[config.mk]
export PLATFORM = sky130hd
export DESIGN_NAME = sbst_tap
export DESIGN_NICKNAME = d
export VERILOG_FILES = /design/src/sbst_pkg.sv /design/src/sbst_sync.sv /design/src/sbst_tap.sv
export VERILOG_INCLUDE_DIRS = /design/src
export SDC_FILE = /design/constraint.sdc
export NUM_CORES = 1
export LEC_CHECK = 0
export BUFFER_PORTS_ARGS = -buffer_cell sky130_fd_sc_hd__buf_2
export CAP_MARGIN = 20
export CELL_PAD_IN_SITES_DETAIL_PLACEMENT = 0
export CELL_PAD_IN_SITES_GLOBAL_PLACEMENT = 1
export CORE_MARGIN = 2
export CORE_UTILIZATION = 39
export DETAILED_ROUTE_END_ITERATION = 8
export HOLD_SLACK_MARGIN = 0.1
export PLACE_DENSITY_LB_ADDON = 0.1
export SLEW_MARGIN = 20
export SYNTH_ARGS = -nofsm -noshare
export SYNTH_HDL_FRONTEND = slang
export SYNTH_SLANG_ARGS = --single-unit
[constraint.sdc]
create_clock -name sys_clk -period 1.83 [get_ports sys_clk]
set_clock_uncertainty 0.1 [all_clocks]
set_input_delay 0.366 -clock sys_clk [delete_from_list [all_inputs] [get_ports sys_clk]]
set_output_delay 0.366 -clock sys_clk [all_outputs]
set_load 0.05 [all_outputs]
[src/sbst_consts.svh]
// Constants of the boundary-scan test access port
`ifndef SBST_CONSTS_SVH
`define SBST_CONSTS_SVH
`define SBST_IR_W        3
`define SBST_ID_W        32
`define SBST_BSR_W       109
`define SBST_OE_BIT      108
`define SBST_OP_EXTEST   3'h0
`define SBST_OP_IDCODE   3'h1
`define SBST_OP_SAMPLEZ  3'h2
`define SBST_OP_SAMPLE   3'h4
`define SBST_OP_BYPASS   3'h7
`define SBST_IR_CAPTURE  3'h1
`define SBST_REV_DEF     3'h5       // Arbitrary value
`define SBST_DEVTYPE_DEF 17'h00001  // Arbitrary value
`define SBST_MAKER_DEF   11'h001    // Arbitrary value
`endif

[src/sbst_pkg.sv]
// Types of the boundary-scan test access port
package sbst_pkg;
  typedef enum logic [3:0] {
    SBST_RESET, SBST_IDLE, SBST_SEL_DR, SBST_CAP_DR, SBST_SHIFT_DR, SBST_EXIT1_DR,
    SBST_PAUSE_DR, SBST_EXIT2_DR, SBST_UPD_DR, SBST_SEL_IR, SBST_CAP_IR, SBST_SHIFT_IR,
    SBST_EXIT1_IR, SBST_PAUSE_IR, SBST_EXIT2_IR, SBST_UPD_IR
  } sbst_state_t;

  // Serial pins as seen after synchronisation
  typedef struct packed {
    logic tck;
    logic tms;
    logic tdi;
  } sbst_pins_t;
endpackage : sbst_pkg

[src/sbst_sync.sv]
// Three-stage pin synchroniser with agreement filter
`timescale 1ns/1ps
module sbst_sync #(
  parameter int WIDTH = 3
) (
  input  wire logic             sys_clk,
  input  wire logic             rst,
  input  wire logic             ce,
  input  wire logic [WIDTH-1:0] pin_in,
  output logic      [WIDTH-1:0] pin_out
);
  logic [WIDTH-1:0] s1_reg;
  logic [WIDTH-1:0] s2_reg;
  logic [WIDTH-1:0] s3_reg;

  initial begin
    if (WIDTH < 1) $error("sbst_sync: WIDTH must be positive");
  end

  // Chain; output moves only when stages two and three agree
  always_ff @(posedge sys_clk) begin
    if (rst) begin
      s1_reg  <= '0;
      s2_reg  <= '0;
      s3_reg  <= '0;
      pin_out <= '0;
    end else if (ce) begin
      s1_reg <= pin_in;
      s2_reg <= s1_reg;
      s3_reg <= s2_reg;
      for (int i = 0; i < WIDTH; i++) begin
        if (s2_reg[i] == s3_reg[i]) begin
          pin_out[i] <= s3_reg[i];
        end
      end
    end
  end
endmodule : sbst_sync

[src/sbst_tap.sv]
// Boundary-scan test access port of the memory device
`timescale 1ns/1ps
`include "sbst_consts.svh"

//////////////////////////////////////////////////////////////////////////////
module sbst_tap #(
  parameter int         BSR_W   = `SBST_BSR_W,
  parameter logic [2:0] REV     = `SBST_REV_DEF,     // Arbitrary value
  parameter logic [16:0] DEVTYPE = `SBST_DEVTYPE_DEF, // Arbitrary value
  parameter logic [10:0] MAKER   = `SBST_MAKER_DEF    // Arbitrary value
) (
  input  wire logic             sys_clk,
  input  wire logic             rst,
  input  wire logic             ce,
  input  wire logic             tck,
  input  wire logic             tms,
  input  wire logic             tdi,
  input  wire logic [BSR_W-1:0] pin_ring,
  output logic                  tdo,
  output logic                  tdo_oe_n,
  output logic [BSR_W-1:0]      pin_drive,
  output logic                  pin_override,
  output logic                  mem_out_en,
  output logic [2:0]            cur_instr
);
  sbst_pkg::sbst_state_t state_reg;
  sbst_pkg::sbst_state_t state_next;
  sbst_pkg::sbst_pins_t  pins;
  logic [`SBST_IR_W-1:0]  ir_shift_reg;
  logic [`SBST_IR_W-1:0]  ir_reg;
  logic                   bypass_reg;
  logic [`SBST_ID_W-1:0]  id_reg;
  logic [BSR_W-1:0]       bsr_reg;
  logic [BSR_W-1:0]       preload_reg;
  logic                   tck_d_reg;
  logic                   rise;
  logic                   fall;
  logic                   serial_bit;
  logic                   in_tlr;
  logic                   in_cap_dr;
  logic                   in_shift_dr;
  logic                   in_upd_dr;
  logic                   in_shift_ir;
  logic                   sel_id;
  logic                   tck_step;
  logic                   tck_drop;
  logic                   shifting_reg;
  logic                   sel_bsr;
  logic [`SBST_ID_W-1:0]  id_word;

  initial begin
    if (BSR_W <= `SBST_OE_BIT) $error("sbst_tap: BSR_W too small for enable cell");
  end

  //////////////////////////////////////////////////////////////////////////////
  // Pin synchronisation and test-clock edges
  sbst_sync #(.WIDTH(3)) u_sync (
    .sys_clk (sys_clk),
    .rst     (rst),
    .ce      (ce),
    .pin_in  ({tck, tms, tdi}),
    .pin_out (pins)
  );

  always_ff @(posedge sys_clk) begin
    if (rst) begin
      tck_d_reg <= 1'b0;
    end else if (ce) begin
      tck_d_reg <= pins.tck;
    end
  end

  assign rise = pins.tck & ~tck_d_reg;
  assign fall = ~pins.tck & tck_d_reg;

  // Fixed identification word
  assign id_word = {REV, DEVTYPE, MAKER, 1'b1};

  // Chain selected for boundary instructions
  assign sel_bsr = (ir_reg == `SBST_OP_EXTEST) || (ir_reg == `SBST_OP_SAMPLEZ)
                || (ir_reg == `SBST_OP_SAMPLE);

  // Identification word is selected only by its own code
  assign sel_id = (ir_reg == `SBST_OP_IDCODE);

  //////////////////////////////////////////////////////////////////////////////
  // Controller state decode, shared by the register processes; every user
  // acts only on a detected test clock edge, so a glitch here is harmless
  assign in_tlr      = (state_reg == sbst_pkg::SBST_RESET);
  assign in_cap_dr   = (state_reg == sbst_pkg::SBST_CAP_DR);
  assign in_shift_dr = (state_reg == sbst_pkg::SBST_SHIFT_DR);
  assign in_upd_dr   = (state_reg == sbst_pkg::SBST_UPD_DR);
  assign in_shift_ir = (state_reg == sbst_pkg::SBST_SHIFT_IR);

  // Test clock events, both frozen by the clock enable; an edge is seen about
  // four system clocks after the pin moves, so each level must last that long
  assign tck_step = ce & rise;
  assign tck_drop = ce & fall;

  //////////////////////////////////////////////////////////////////////////////
  // Controller
  always_comb begin
    state_next = state_reg;
    case (state_reg)
      sbst_pkg::SBST_RESET:     state_next = pins.tms ? sbst_pkg::SBST_RESET : sbst_pkg::SBST_IDLE;
      sbst_pkg::SBST_IDLE:      state_next = pins.tms ? sbst_pkg::SBST_SEL_DR : sbst_pkg::SBST_IDLE;
      sbst_pkg::SBST_SEL_DR:    state_next = pins.tms ? sbst_pkg::SBST_SEL_IR : sbst_pkg::SBST_CAP_DR;
      sbst_pkg::SBST_CAP_DR:    state_next = pins.tms ? sbst_pkg::SBST_EXIT1_DR
                                                      : sbst_pkg::SBST_SHIFT_DR;
      sbst_pkg::SBST_SHIFT_DR:  state_next = pins.tms ? sbst_pkg::SBST_EXIT1_DR
                                                      : sbst_pkg::SBST_SHIFT_DR;
      sbst_pkg::SBST_EXIT1_DR:  state_next = pins.tms ? sbst_pkg::SBST_UPD_DR
                                                      : sbst_pkg::SBST_PAUSE_DR;
      sbst_pkg::SBST_PAUSE_DR:  state_next = pins.tms ? sbst_pkg::SBST_EXIT2_DR
                                                      : sbst_pkg::SBST_PAUSE_DR;
      sbst_pkg::SBST_EXIT2_DR:  state_next = pins.tms ? sbst_pkg::SBST_UPD_DR
                                                      : sbst_pkg::SBST_SHIFT_DR;
      sbst_pkg::SBST_UPD_DR:    state_next = pins.tms ? sbst_pkg::SBST_SEL_DR : sbst_pkg::SBST_IDLE;
      sbst_pkg::SBST_SEL_IR:    state_next = pins.tms ? sbst_pkg::SBST_RESET : sbst_pkg::SBST_CAP_IR;
      sbst_pkg::SBST_CAP_IR:    state_next = pins.tms ? sbst_pkg::SBST_EXIT1_IR
                                                      : sbst_pkg::SBST_SHIFT_IR;
      sbst_pkg::SBST_SHIFT_IR:  state_next = pins.tms ? sbst_pkg::SBST_EXIT1_IR
                                                      : sbst_pkg::SBST_SHIFT_IR;
      sbst_pkg::SBST_EXIT1_IR:  state_next = pins.tms ? sbst_pkg::SBST_UPD_IR
                                                      : sbst_pkg::SBST_PAUSE_IR;
      sbst_pkg::SBST_PAUSE_IR:  state_next = pins.tms ? sbst_pkg::SBST_EXIT2_IR
                                                      : sbst_pkg::SBST_PAUSE_IR;
      sbst_pkg::SBST_EXIT2_IR:  state_next = pins.tms ? sbst_pkg::SBST_UPD_IR
                                                      : sbst_pkg::SBST_SHIFT_IR;
      sbst_pkg::SBST_UPD_IR:    state_next = pins.tms ? sbst_pkg::SBST_SEL_DR : sbst_pkg::SBST_IDLE;
      default:                  state_next = sbst_pkg::SBST_RESET;
    endcase
  end

  // State advances on rising test clock
  always_ff @(posedge sys_clk) begin
    if (rst) begin
      state_reg <= sbst_pkg::SBST_RESET;
    end else if (ce && rise) begin
      state_reg <= state_next;
    end
  end

  //////////////////////////////////////////////////////////////////////////////
  // Instruction register
  always_ff @(posedge sys_clk) begin
    if (rst) begin
      ir_shift_reg <= `SBST_OP_IDCODE;
      ir_reg       <= `SBST_OP_IDCODE;
    end else if (ce && rise) begin
      case (state_reg)
        sbst_pkg::SBST_RESET: begin
          ir_reg <= `SBST_OP_IDCODE;
        end
        sbst_pkg::SBST_CAP_IR: begin
          ir_shift_reg <= `SBST_IR_CAPTURE;
        end
        sbst_pkg::SBST_SHIFT_IR: begin
          ir_shift_reg <= {pins.tdi, ir_shift_reg[`SBST_IR_W-1:1]};
        end
        sbst_pkg::SBST_UPD_IR: begin
          ir_reg <= ir_shift_reg;
        end
        default: begin
        end
      endcase
    end
  end

  //////////////////////////////////////////////////////////////////////////////
  // Data registers: each captures in Capture-DR and shifts toward the serial
  // output, lowest bit first; the ID and pin chains move only under their codes, bypass always

  // Bypass cell: cleared in capture, follows serial input while shifting
  always_ff @(posedge sys_clk) begin
    if (rst) begin
      bypass_reg <= 1'b0;
    end else if (tck_step) begin
      if (in_cap_dr) begin
        bypass_reg <= 1'b0;
      end else if (in_shift_dr) begin
        bypass_reg <= pins.tdi;
      end
    end
  end

  // Identification register: loads the fixed word, then shifts it out
  always_ff @(posedge sys_clk) begin
    if (rst) begin
      id_reg <= '0;
    end else if (tck_step && sel_id) begin
      if (in_cap_dr) begin
        id_reg <= id_word;
      end else if (in_shift_dr) begin
        id_reg <= {pins.tdi, id_reg[`SBST_ID_W-1:1]};
      end
    end
  end

  // Pin chain: snapshot of the pin ring, then a serial path whose top bit
  // takes the serial input
  always_ff @(posedge sys_clk) begin
    if (rst) begin
      bsr_reg <= '0;
    end else if (tck_step && sel_bsr) begin
      if (in_cap_dr) begin
        bsr_reg <= pin_ring;
      end else if (in_shift_dr) begin
        bsr_reg <= {pins.tdi, bsr_reg[BSR_W-1:1]};
      end
    end
  end

  // Update latches; enable cell presets to one on test reset, so that a later
  // all-zero code starts with the memory outputs driving
  always_ff @(posedge sys_clk) begin
    if (rst) begin
      preload_reg               <= '0;
      preload_reg[`SBST_OE_BIT] <= 1'b1;
    end else if (tck_step) begin
      if (in_tlr) begin
        preload_reg[`SBST_OE_BIT] <= 1'b1;
      end else if (in_upd_dr && sel_bsr) begin
        preload_reg <= bsr_reg;
      end
    end
  end

  //////////////////////////////////////////////////////////////////////////////
  // Bit offered to the serial output; reserved codes fall back to bypass
  always_comb begin
    serial_bit = bypass_reg;
    if (in_shift_ir) begin
      serial_bit = ir_shift_reg[0];
    end else if (sel_bsr) begin
      serial_bit = bsr_reg[0];
    end else if (sel_id) begin
      serial_bit = id_reg[0];
    end
  end

  // Output enable tracks the state entered: low for a whole shift phase
  always_ff @(posedge sys_clk) begin
    if (rst) begin
      shifting_reg <= 1'b0;
    end else if (tck_step) begin
      shifting_reg <= (state_next == sbst_pkg::SBST_SHIFT_DR)
                   || (state_next == sbst_pkg::SBST_SHIFT_IR);
    end
  end

  // Registered pins; serial output moves on falling test clock only, so the
  // tester finds a settled bit at its next rising edge
  always_ff @(posedge sys_clk) begin
    if (rst) begin
      tdo      <= 1'b0;
      tdo_oe_n <= 1'b1;
    end else if (tck_drop) begin
      tdo_oe_n <= ~shifting_reg;
      if (in_shift_ir || in_shift_dr) begin
        tdo <= serial_bit;
      end
    end
  end

  // Memory side controls
  always_ff @(posedge sys_clk) begin
    if (rst) begin
      pin_drive    <= '0;
      pin_override <= 1'b0;
      mem_out_en   <= 1'b1;
      cur_instr    <= `SBST_OP_IDCODE;
    end else if (ce) begin
      cur_instr    <= ir_reg;
      pin_drive    <= preload_reg;
      pin_override <= (ir_reg == `SBST_OP_EXTEST);
      case (ir_reg)
        `SBST_OP_SAMPLEZ: mem_out_en <= 1'b0;
        `SBST_OP_EXTEST:  mem_out_en <= preload_reg[`SBST_OE_BIT];
        default:          mem_out_en <= 1'b1;
      endcase
    end
  end
endmodule : sbst_tap

==> flow_summary.json, run 1 <==
{
  "die_w_um": 200,
  "seq_area_mm2": 0.00783,
  "clockBufferDepth": 3,
  "die_area_mm2": 0.0402,
  "synth_area_leaders": "dfxtp_1, mux2i_1, nor2_1, a311oi_1, nand2_1",
  "wl_um": 42500,
  "viasPerCell": 4.96,
  "pwr-share-seq": 0.457,
  "cp-start-kind": "register",
  "worst-r2r-cell-count": 8,
  "cp_slowest_cell": "or3b_4",
  "max_slew.worst_pin.slew_ns": 0.608,
  "cp.required_ns": 2.20,
  "antenna_cells": 0,
  "crit_top_cell": "buf_12",
  "maxSlewHeadroom": 0.594,
  "p_int_uw": 14700,
  "yosysSeqAreaShare": 0.520,
  "rsz0062_at_grt": "true",
  "setup_tns_ns": -26.35,
  "track_usage": 0.195,
  "slowest_delay_ns": 0.41,
  "drc": 0,
  "endpoint_kind": "register",
  "fmax_mhz": 471,
  "drv_cap": 0,
  "clkTransAtPathRegs_ns": 0.06,
  "drive_above_1_share": 0.248,
  "setup_viol": 147,
  "area_growth_pct": 40.4,
  "power.leakage_uw": 0.00914,
  "instances_no_fill": 2568,
  "clock_latency_ns": 0.57,
  "dr.pass1.iters": 5,
  "clock_power_share": 0.506,
  "synth_top_area_share": 0.520,
  "layout_setup_ws_ns": -0.293,
  "cts_sinks": 391,
  "period_needed_ns": 2.12,
  "path_cells": "or3b_4 > a2111oi_4 > buf_4 > buf_12 > buf_12 > clkbuf_16 > nor2_1 > a311oi_1",
  "worst-endpoint-arrival_ns": 2.49,
  "die_h_um": 200,
  "synth_cells": 1647,
  "netlist_area_mm2": 0.0150,
  "grt_overflow": 0,
  "grt_pass1_wl_um": 64500,
  "io-pin-count": 231,
  "synth_seq_cells": 391,
  "yosysTopAreaCell": "dfxtp_1",
  "min_path_cells": 5,
  "critical_path_class": "reg -> reg",
  "detail_route.iter0.violations": 564,
  "combPwrFrac": 0.037,
  "period_share": 1.16,
  "p_sw_uw": 3900,
  "hold_start": "ce",
  "status": "finished, violations left",
  "regToRegSetupSlack_ns": -0.29,
  "rr_endpoint": "bsr_reg[50]",
  "nFillCells": 3493,
  "nNetsFinal": 2137,
  "placed_cells": 2328,
  "critPathMaxFanout": 7,
  "synth.avg_cell_area_um2": 9.14,
  "async_flop_share": 0,
  "whs_endpoint": "pin_drive[13]",
  "io_buffer_count": 230,
  "hp-class": "in -> reg",
  "synthFlopType": "dfxtp_1",
  "synth_fp_nets": 1762,
  "row_count": 71,
  "tritoncts": "built",
  "synth_edf_count": 0,
  "gp_routability_congestion": 0.756,
  "slew_viol_final": 0,
  "final_util": 0.558,
  "grt_pass1_vias": 12011,
  "multi_input_area_mm2": 0.00697,
  "layout_common_cells": "dfxtp_1, nor2_1, nand2_1",
  "drtAntennaViolNets": 0,
  "numCtsBuffers": 44,
  "vias": 12734,
  "p_sw_frac": 0.209,
  "ys_warn_count": 0,
  "cts.htree.levels": 2,
  "hold_viol": 0,
  "synthDistinctLibCells": 46,
  "wl_per_cell_um": 16.6,
  "core_area_mm2": 0.0378,
  "grt_max_degree": 110,
  "dp_hpwl_um": 25400,
  "cts_root_buffer": "clkbuf_16",
  "r2r-start": "state_reg[1]",
  "violations": "setup timing",
  "antenna_found_initial": 0,
  "layout_commonest_cell": "dfxtp_1",
  "initial_utilization": 0.398,
  "ir_worst_vdd_mv": 0.666,
  "powerDensity_mw_per_mm2": 882
}
[how the worst max path moves through the flow]
stage | start | to | slack [ns] | cells after the start
2_1_floorplan | ir_reg[0] | id_reg[12] | -0.04 | 6
3_3_place_gp | state_reg[2] | bsr_reg[12] | -0.15 | 6
3_5_place_dp | state_reg[2] | bsr_reg[11] | -0.22 | 6
4_1_cts | state_reg[1] | bsr_reg[8] | -0.21 | 6
5_1_grt | state_reg[0] | bsr_reg[68] | -0.34 | 8
6_report | state_reg[1] | bsr_reg[50] | -0.29 | 8
[power groups by stage]
| stage | Combinational [uW] | Clock (uW) | Sequential [uW] |
|---|---|---|---|
| global route | 736 | 9990 | 8520 |
| detailed placement | 496 | 0 | 8720 |
| finish | 686 | 9430 | 8530 |
| CTS | 688 | 9650 | 8530 |
| floorplan | 247 | 0 | 8720 |
| global placement | 499 | 0 | 8720 |
[stage by stage]
stage	instance area, um^2	power [uW]	worst slack [ns]	hold WS, ns
after detailed placement	17200	9210	-0.217	0.343
after global placement	17200	9210	-0.154	0.338
after floorplan	15100	8970	-0.0403	0.332
after global routing	21100	19300	-0.338	0.344
final	21100	18600	-0.293	0.313
after CTS	20100	18900	-0.212	0.298
[cell usage after synthesis, types with 2 or more instances]
master,n
a2111oi_4,2
a211oi_1,2
a21o_1,5
a21oi_1,45
a22oi_1,2
a311oi_1,110
a31oi_1,3
and3b_1,2
buf_1,7
buf_2,37
buf_4,14
clkbuf_1,83
dfxtp_1,391
inv_1,4
mux2_2,2
mux2i_1,233
nand2_1,255
nand2b_1,5
nand3_1,29
nand3b_1,3
nand4b_1,2
nor2_1,355
nor2b_1,4
nor3_1,14
nor4_1,2
o211ai_1,3
o21ai_0,13
o311ai_0,2
[what timing repair did]
action,in CTS,in global routing
endpoints found under the hold margin,122,0
hold buffers,113,0
setup buffers,5,17
setup endpoints to repair,204,243
gates cloned,4,20
resized for setup,19,112
pin swaps,17,61
[worst max-delay path: cells and delay by family, from the launching register on]
kind | cells | cell delay (ns)
AO/OA/AOI/OAI | 2 | 0.54
buffers and inverters | 4 | 0.62
flip-flops | 1 | 0.32
AND/OR/NAND/NOR | 2 | 0.45
[final cells by class]
cell class / instances / area share
sequential: 391 / 0.371
multi-input combinational: 1111 / 0.330
timing repair buffer: 470 / 0.194
clock buffer: 69 / 0.0652
tap: 511 / 0.0303
clock inverter: 12 / 0.00953
inverter: 4 / 0.000710
[cells by family after synthesis]
kind of cell           share of synthesized area
flip-flops                                 0.520
buffers and inverters                     0.0427
XOR/XNOR                                 0.00116
multiplexers                               0.156
AO/OA/AOI/OAI                              0.100
AND/OR/NAND/NOR                            0.179
[layer usage]
layer	vias up	global-route usage	wire length, um
li1	6411	-	-
met1	6049	0.268	20300
met2	222	0.316	19800
met3	52	0.0359	1610
met4	0	0.0479	770
met5	-	0	0
(Power assumes the default switching activity.)
==> inputs of run 2 (changes only) <==
- PLACE_DENSITY: not set -> 0.72
- PLACE_DENSITY_LB_ADDON: 0.1 -> not set
- SKIP_LAST_GASP: not set -> 1
==> run 2 against run 1 <==
Largest cell class unchanged. First-iteration DRC count is 11% lower. Count of clock-buffer cells in the layout is 3 lower. Global-route usage down 0.75 points. Clock power decreased by 9.9%. Die area did not move. The run still ends with setup timing left. Highest routed layer unchanged. Combinational power rose by 3.2%. Sequential power is essentially flat. Hold slack worse by 0.17 ns. Total power decreased by 4.8%. Maximum frequency fell by 3.5%.
==> flow_summary.json, run 2 (same netlist as run 1, synthesis figures left out) <==
{
  "grt_overflow": 0,
  "slew_viol_final": 0,
  "antenna_found_initial": 0,
  "worst-r2r-cell-count": 7,
  "placed_cells": 2328,
  "die_h_um": 200,
  "pre_cts_slack_ns": -0.285,
  "period_needed_ns": 2.20,
  "endpoint_kind": "register",
  "gp_routability_congestion": 0.758,
  "area_growth_pct": 43.3,
  "grt_max_degree": 116,
  "rsz0062_at_grt": "true",
  "clockBufferDepth": 3,
  "path_cells": "or3b_4 > a2111oi_4 > buf_6 > clkbuf_16 > clkbuf_16 > nor2_1 > a311oi_1",
  "drv_cap": 0,
  "r2r-start": "state_reg[2]",
  "nFillCells": 3370,
  "drive_above_1_share": 0.271,
  "layout_commonest_cell": "dfxtp_1",
  "wl_per_cell_um": 16.9,
  "final_util": 0.570,
  "cts.htree.levels": 2,
  "critPathMaxFanout": 6,
  "fmax_mhz": 455,
  "grt_pass1_vias": 12004,
  "vias": 12957,
  "ir_worst_vdd_mv": 0.562,
  "instances_no_fill": 2575,
  "clkTransAtPathRegs_ns": 0.06,
  "cp.required_ns": 2.17,
  "worst-endpoint-arrival_ns": 2.54,
  "status": "finished, violations left",
  "io-pin-count": 231,
  "hold_start": "pin_ring[108]",
  "dp_hpwl_um": 24500,
  "initial_utilization": 0.398,
  "period_share": 1.20,
  "tritoncts": "built",
  "cp-start-kind": "register",
  "numCtsBuffers": 43,
  "drc": 0,
  "track_usage": 0.187,
  "regToRegSetupSlack_ns": -0.37,
  "clock_latency_ns": 0.56,
  "layout_setup_ws_ns": -0.370,
  "dr.pass1.iters": 7,
  "drtAntennaViolNets": 0,
  "row_count": 71,
  "slowest_delay_ns": 0.40,
  "die_w_um": 200,
  "setup_viol": 141,
  "nNetsFinal": 2148,
  "wl_um": 43600,
  "die_area_mm2": 0.0402,
  "crit_top_cell": "clkbuf_16",
  "critical_path_class": "reg -> reg",
  "power.leakage_uw": 0.00929,
  "hp-class": "in -> reg",
  "whs_endpoint": "bsr_reg[108]",
  "layout_common_cells": "dfxtp_1, nor2_1, nand2_1",
  "detail_route.iter0.violations": 502,
  "min_path_cells": 3,
  "viasPerCell": 5.03,
  "cp_slowest_cell": "or3b_4",
  "max_slew.worst_pin.slew_ns": 0.703,
  "antenna_cells": 0,
  "powerDensity_mw_per_mm2": 823,
  "maxSlewHeadroom": 0.531,
  "cts_sinks": 391,
  "cp_num_buf_inv": 3,
  "violations": "setup timing",
  "critPathTopFamily": "compound AO/OA/AOI/OAI gates",
  "hold_viol": 0,
  "cts_root_buffer": "clkbuf_16",
  "grt_pass1_wl_um": 62700,
  "core_area_mm2": 0.0378,
  "io_buffer_count": 230,
  "rr_endpoint": "bsr_reg[85]"
}
==> run 2: changes by cell type in the layout (fill, tap and decap cells not counted), sizes merged <==
cell         before  now
buf             342  343
dlygate4sd3     113  112
clkbuf           84   93
bufinv            5    1
clkinv            5    8
clkinvlp          2    1
==> run 2: tightest hold or removal path, stage by stage <==
cell	delay (ns)
buf_2	0.09
a21oi_1	0.09
a211oi_2	0.20
==> run 2: worst max-delay path by stage <==
stage,end,depth (start not counted),slack [ns],from
after detailed placement,bsr_reg[22],6,-0.29,state_reg[2]
final,bsr_reg[85],7,-0.37,state_reg[2]
after global placement,bsr_reg[21],6,-0.18,state_reg[2]
after floorplan,id_reg[12],6,-0.04,ir_reg[0]
after CTS,bsr_reg[85],6,-0.32,state_reg[2]
after global routing,bsr_reg[73],8,-0.39,state_reg[2]
==> run 2: per-layer routing <==
layer | global-route usage | vias up | wire (um) | share of wire
met1 | 0.249 | 6190 | 20200 | 0.46
met5 | 0 | - | 0 | 0
met4 | 0.0619 | 0 | 860 | 0.020
li1 | - | 6432 | - | -
met2 | 0.309 | 272 | 20800 | 0.48
met3 | 0.0326 | 63 | 1730 | 0.040
==> run 2: area by class of cell <==
class | instances | area, um^2 | share of cell area
well taps | 511 | 639 | 0.0297
repair buffers | 482 | 4500 | 0.208
flip-flops and latches | 391 | 7840 | 0.363
inverters | 4 | 15.0 | 0.000696
clock inverters | 10 | 77.6 | 0.00360
clock buffers | 66 | 1320 | 0.0610
multi-input cells | 1111 | 7180 | 0.333
==> run 2: power breakdown <==
part           internal (uW)  leakage [uW]  switching, uW
logic                    364       0.00545            344
clock network           5070      0.000691           3440
registers               8520       0.00315           6.36
==> run 2: stage by stage <==
step	cell area [um^2]	power [uW]	TNS, ns	hold WS, ns
2_1_floorplan	15100	8970	-2.04	0.332
3_3_place_gp	17300	9240	-23.65	0.339
3_5_place_dp	17300	9230	-30.63	0.342
4_1_cts	19800	18000	-34.76	0.111
5_1_grt	21600	18400	-47.90	0.156
6_report	21600	17700	-38.48	0.142
==> run 2: what timing repair did <==
item / in CTS / in global routing
gates cloned: 0 / 38
endpoints found under the hold margin: 116 / 0
resized for setup: 1 / 183
pin swaps: 0 / 133
buffers inserted: 2 / 19
setup endpoints to repair: 242 / 250
hold buffers: 112 / 0
==> inputs of run 3 (changes only) <==
- BUFFER_PORTS_ARGS: -buffer_cell sky130_fd_sc_hd__buf_2 -> -buffer_cell sky130_fd_sc_hd__clkbuf_2
- CORE_MARGIN: 2 -> not set
- CORE_UTILIZATION: 39 -> 46
- PLACE_DENSITY: 0.72 -> 0.8
- clock period: 1.83 -> 2.8 ns (I/O delays scaled with it)
==> run 3 against run 2 <==
The run now ends clean. Clock power shrank 37%. Utilization decreased by 1.0 points. Sequential share of layout area rose by 7.5 points. First-iteration DRC count is 30% higher. Maximum frequency decreased by 10%. Design area shrank 17%. Count of clock-buffer cells in the layout shrank 2. Non-clock buffer count decreased by 227. Critical endpoint is now bsr_reg[60].
==> flow_summary.json, run 3 (same netlist as run 1, synthesis figures left out) <==
{
  "ir_worst_vdd_mv": 0.351,
  "endpoint_kind": "register",
  "setup_viol": 0,
  "grt_max_degree": 124,
  "dr.pass1.iters": 4,
  "rsz0062_at_grt": "false",
  "row_count": 65,
  "hp-class": "in -> reg",
  "cts_repair_resize_count": 0,
  "slowest_delay_ns": 0.43,
  "fmax_mhz": 409,
  "period_share": 0.874,
  "die_w_um": 183,
  "antenna_found_initial": 2,
  "drv_cap": 0,
  "io-pin-count": 231,
  "powerDensity_mw_per_mm2": 629,
  "area_growth_pct": 18.6,
  "clkTransAtPathRegs_ns": 0.06,
  "initial_utilization": 0.472,
  "cts_sinks": 391,
  "final_area_mm2": 0.0178,
  "gp_routability_congestion": 0.768,
  "hold_viol": 0,
  "critical_path_class": "reg -> reg",
  "dp_hpwl_um": 21200,
  "die_area_mm2": 0.0334,
  "numCtsBuffers": 42,
  "post_cts_buffers": 0,
  "layout_commonest_cell": "dfxtp_1",
  "wl_um": 34000,
  "drive_above_1_share": 0.175,
  "core_area_mm2": 0.0319,
  "worst-endpoint-arrival_ns": 2.78,
  "cp-start-kind": "register",
  "max_slew.worst_pin.slew_ns": 0.788,
  "worst-r2r-cell-count": 7,
  "min_path_cells": 3,
  "maxSlewHeadroom": 0.475,
  "cp.required_ns": 3.13,
  "power.leakage_uw": 0.00760,
  "crit_top_cell": "buf_12",
  "track_usage": 0.201,
  "grt_pass1_wl_um": 55700,
  "io_buffer_count": 230,
  "die_h_um": 183,
  "cts_root_buffer": "clkbuf_16",
  "tritoncts": "built",
  "detail_route.iter0.violations": 655,
  "placed_cells": 2196,
  "status": "finished clean",
  "holdWs_ns": 0.183,
  "placed_area_mm2": 0.0165,
  "viasPerCell": 5.20,
  "period_needed_ns": 2.45,
  "drtAntennaViolNets": 0,
  "grt_pass1_vias": 10983,
  "vias": 11802,
  "cts-hold-fix-buffers": 0,
  "clock_latency_ns": 0.53,
  "cp_slowest_cell": "a2111oi_4",
  "setup_tns_ns": 0,
  "critPathMaxFanout": 74,
  "grt_overflow": 0,
  "wl_per_cell_um": 15.0,
  "drc": 0,
  "layout_common_cells": "dfxtp_1, nor2_1, nand2_1",
  "clockBufferDepth": 3,
  "cts.htree.levels": 2,
  "instances_no_fill": 2268,
  "path_cells": "buf_4 > nand3b_1 > a2111oi_4 > buf_12 > buf_12 > nor2_1 > a311oi_1",
  "slew_viol_final": 0,
  "nNetsFinal": 1920
}
-- run 3: cell types whose count changed in the layout (fill, tap and decap cells not counted), sizes merged --
cell / previous run / this run
inv: 4 / 5
bufinv: 1 / 3
dlygate4sd3: 112 / 0
diode: 0 / 2
clkinvlp: 1 / 0
clkinv: 8 / 2
clkbuf: 93 / 292
buf: 343 / 27
-- run 3: area by class of cell --
cell class              instances  area (um^2)
fillers                      3000        14000
flip-flops and latches        391         7830
multi-input cells            1111         6600
repair buffers                255         1530
clock buffers                  64         1210
well taps                     435          544
clock inverters                 6          109
inverters                       4         15.0
diodes                          2         5.00
-- run 3: path summary, 6_finish.rpt --
kind	startpoint	endpoint	slack (ns)
max	state_reg[0]	bsr_reg[60]	0.35
min	pin_ring[66]	bsr_reg[66]	0.18
max reg2reg	state_reg[0]	bsr_reg[60]	0.35
min reg2reg	id_reg[30]	id_reg[30]	0.35
-- run 3: where the power goes --
part	internal (uW)	switching [uW]
clock	3250	2100
combinational	117	186
sequential	5570	4.31
-- run 3: through the flow --
stage	worst slack (ns)	total power [uW]	utilization
6_report	0.354	11200	0.560
5_1_grt	0.173	11600	0.560
4_1_cts	0.356	11400	0.559
3_5_place_dp	0.390	6000	0.518
3_3_place_gp	0.434	6010	0.518
2_1_floorplan	0.700	5860	-
-- run 3: metal layers --
layer	share of wire	track usage	up-vias	wire [um]
met2	0.46	0.325	229	15800
met4	0.024	0.0673	0	813
met3	0.040	0.0306	59	1380
met1	0.47	0.274	5563	16000
met5	0	0	-	0
li1	-	-	5951	-
-- run 3: critical path: cells and delay by family, from the launching register on --
kind            cells  cell delay [ns]
flops               1             0.32
buf+inv             3             0.79
compound gates      2             0.69
simple gates        2             0.38
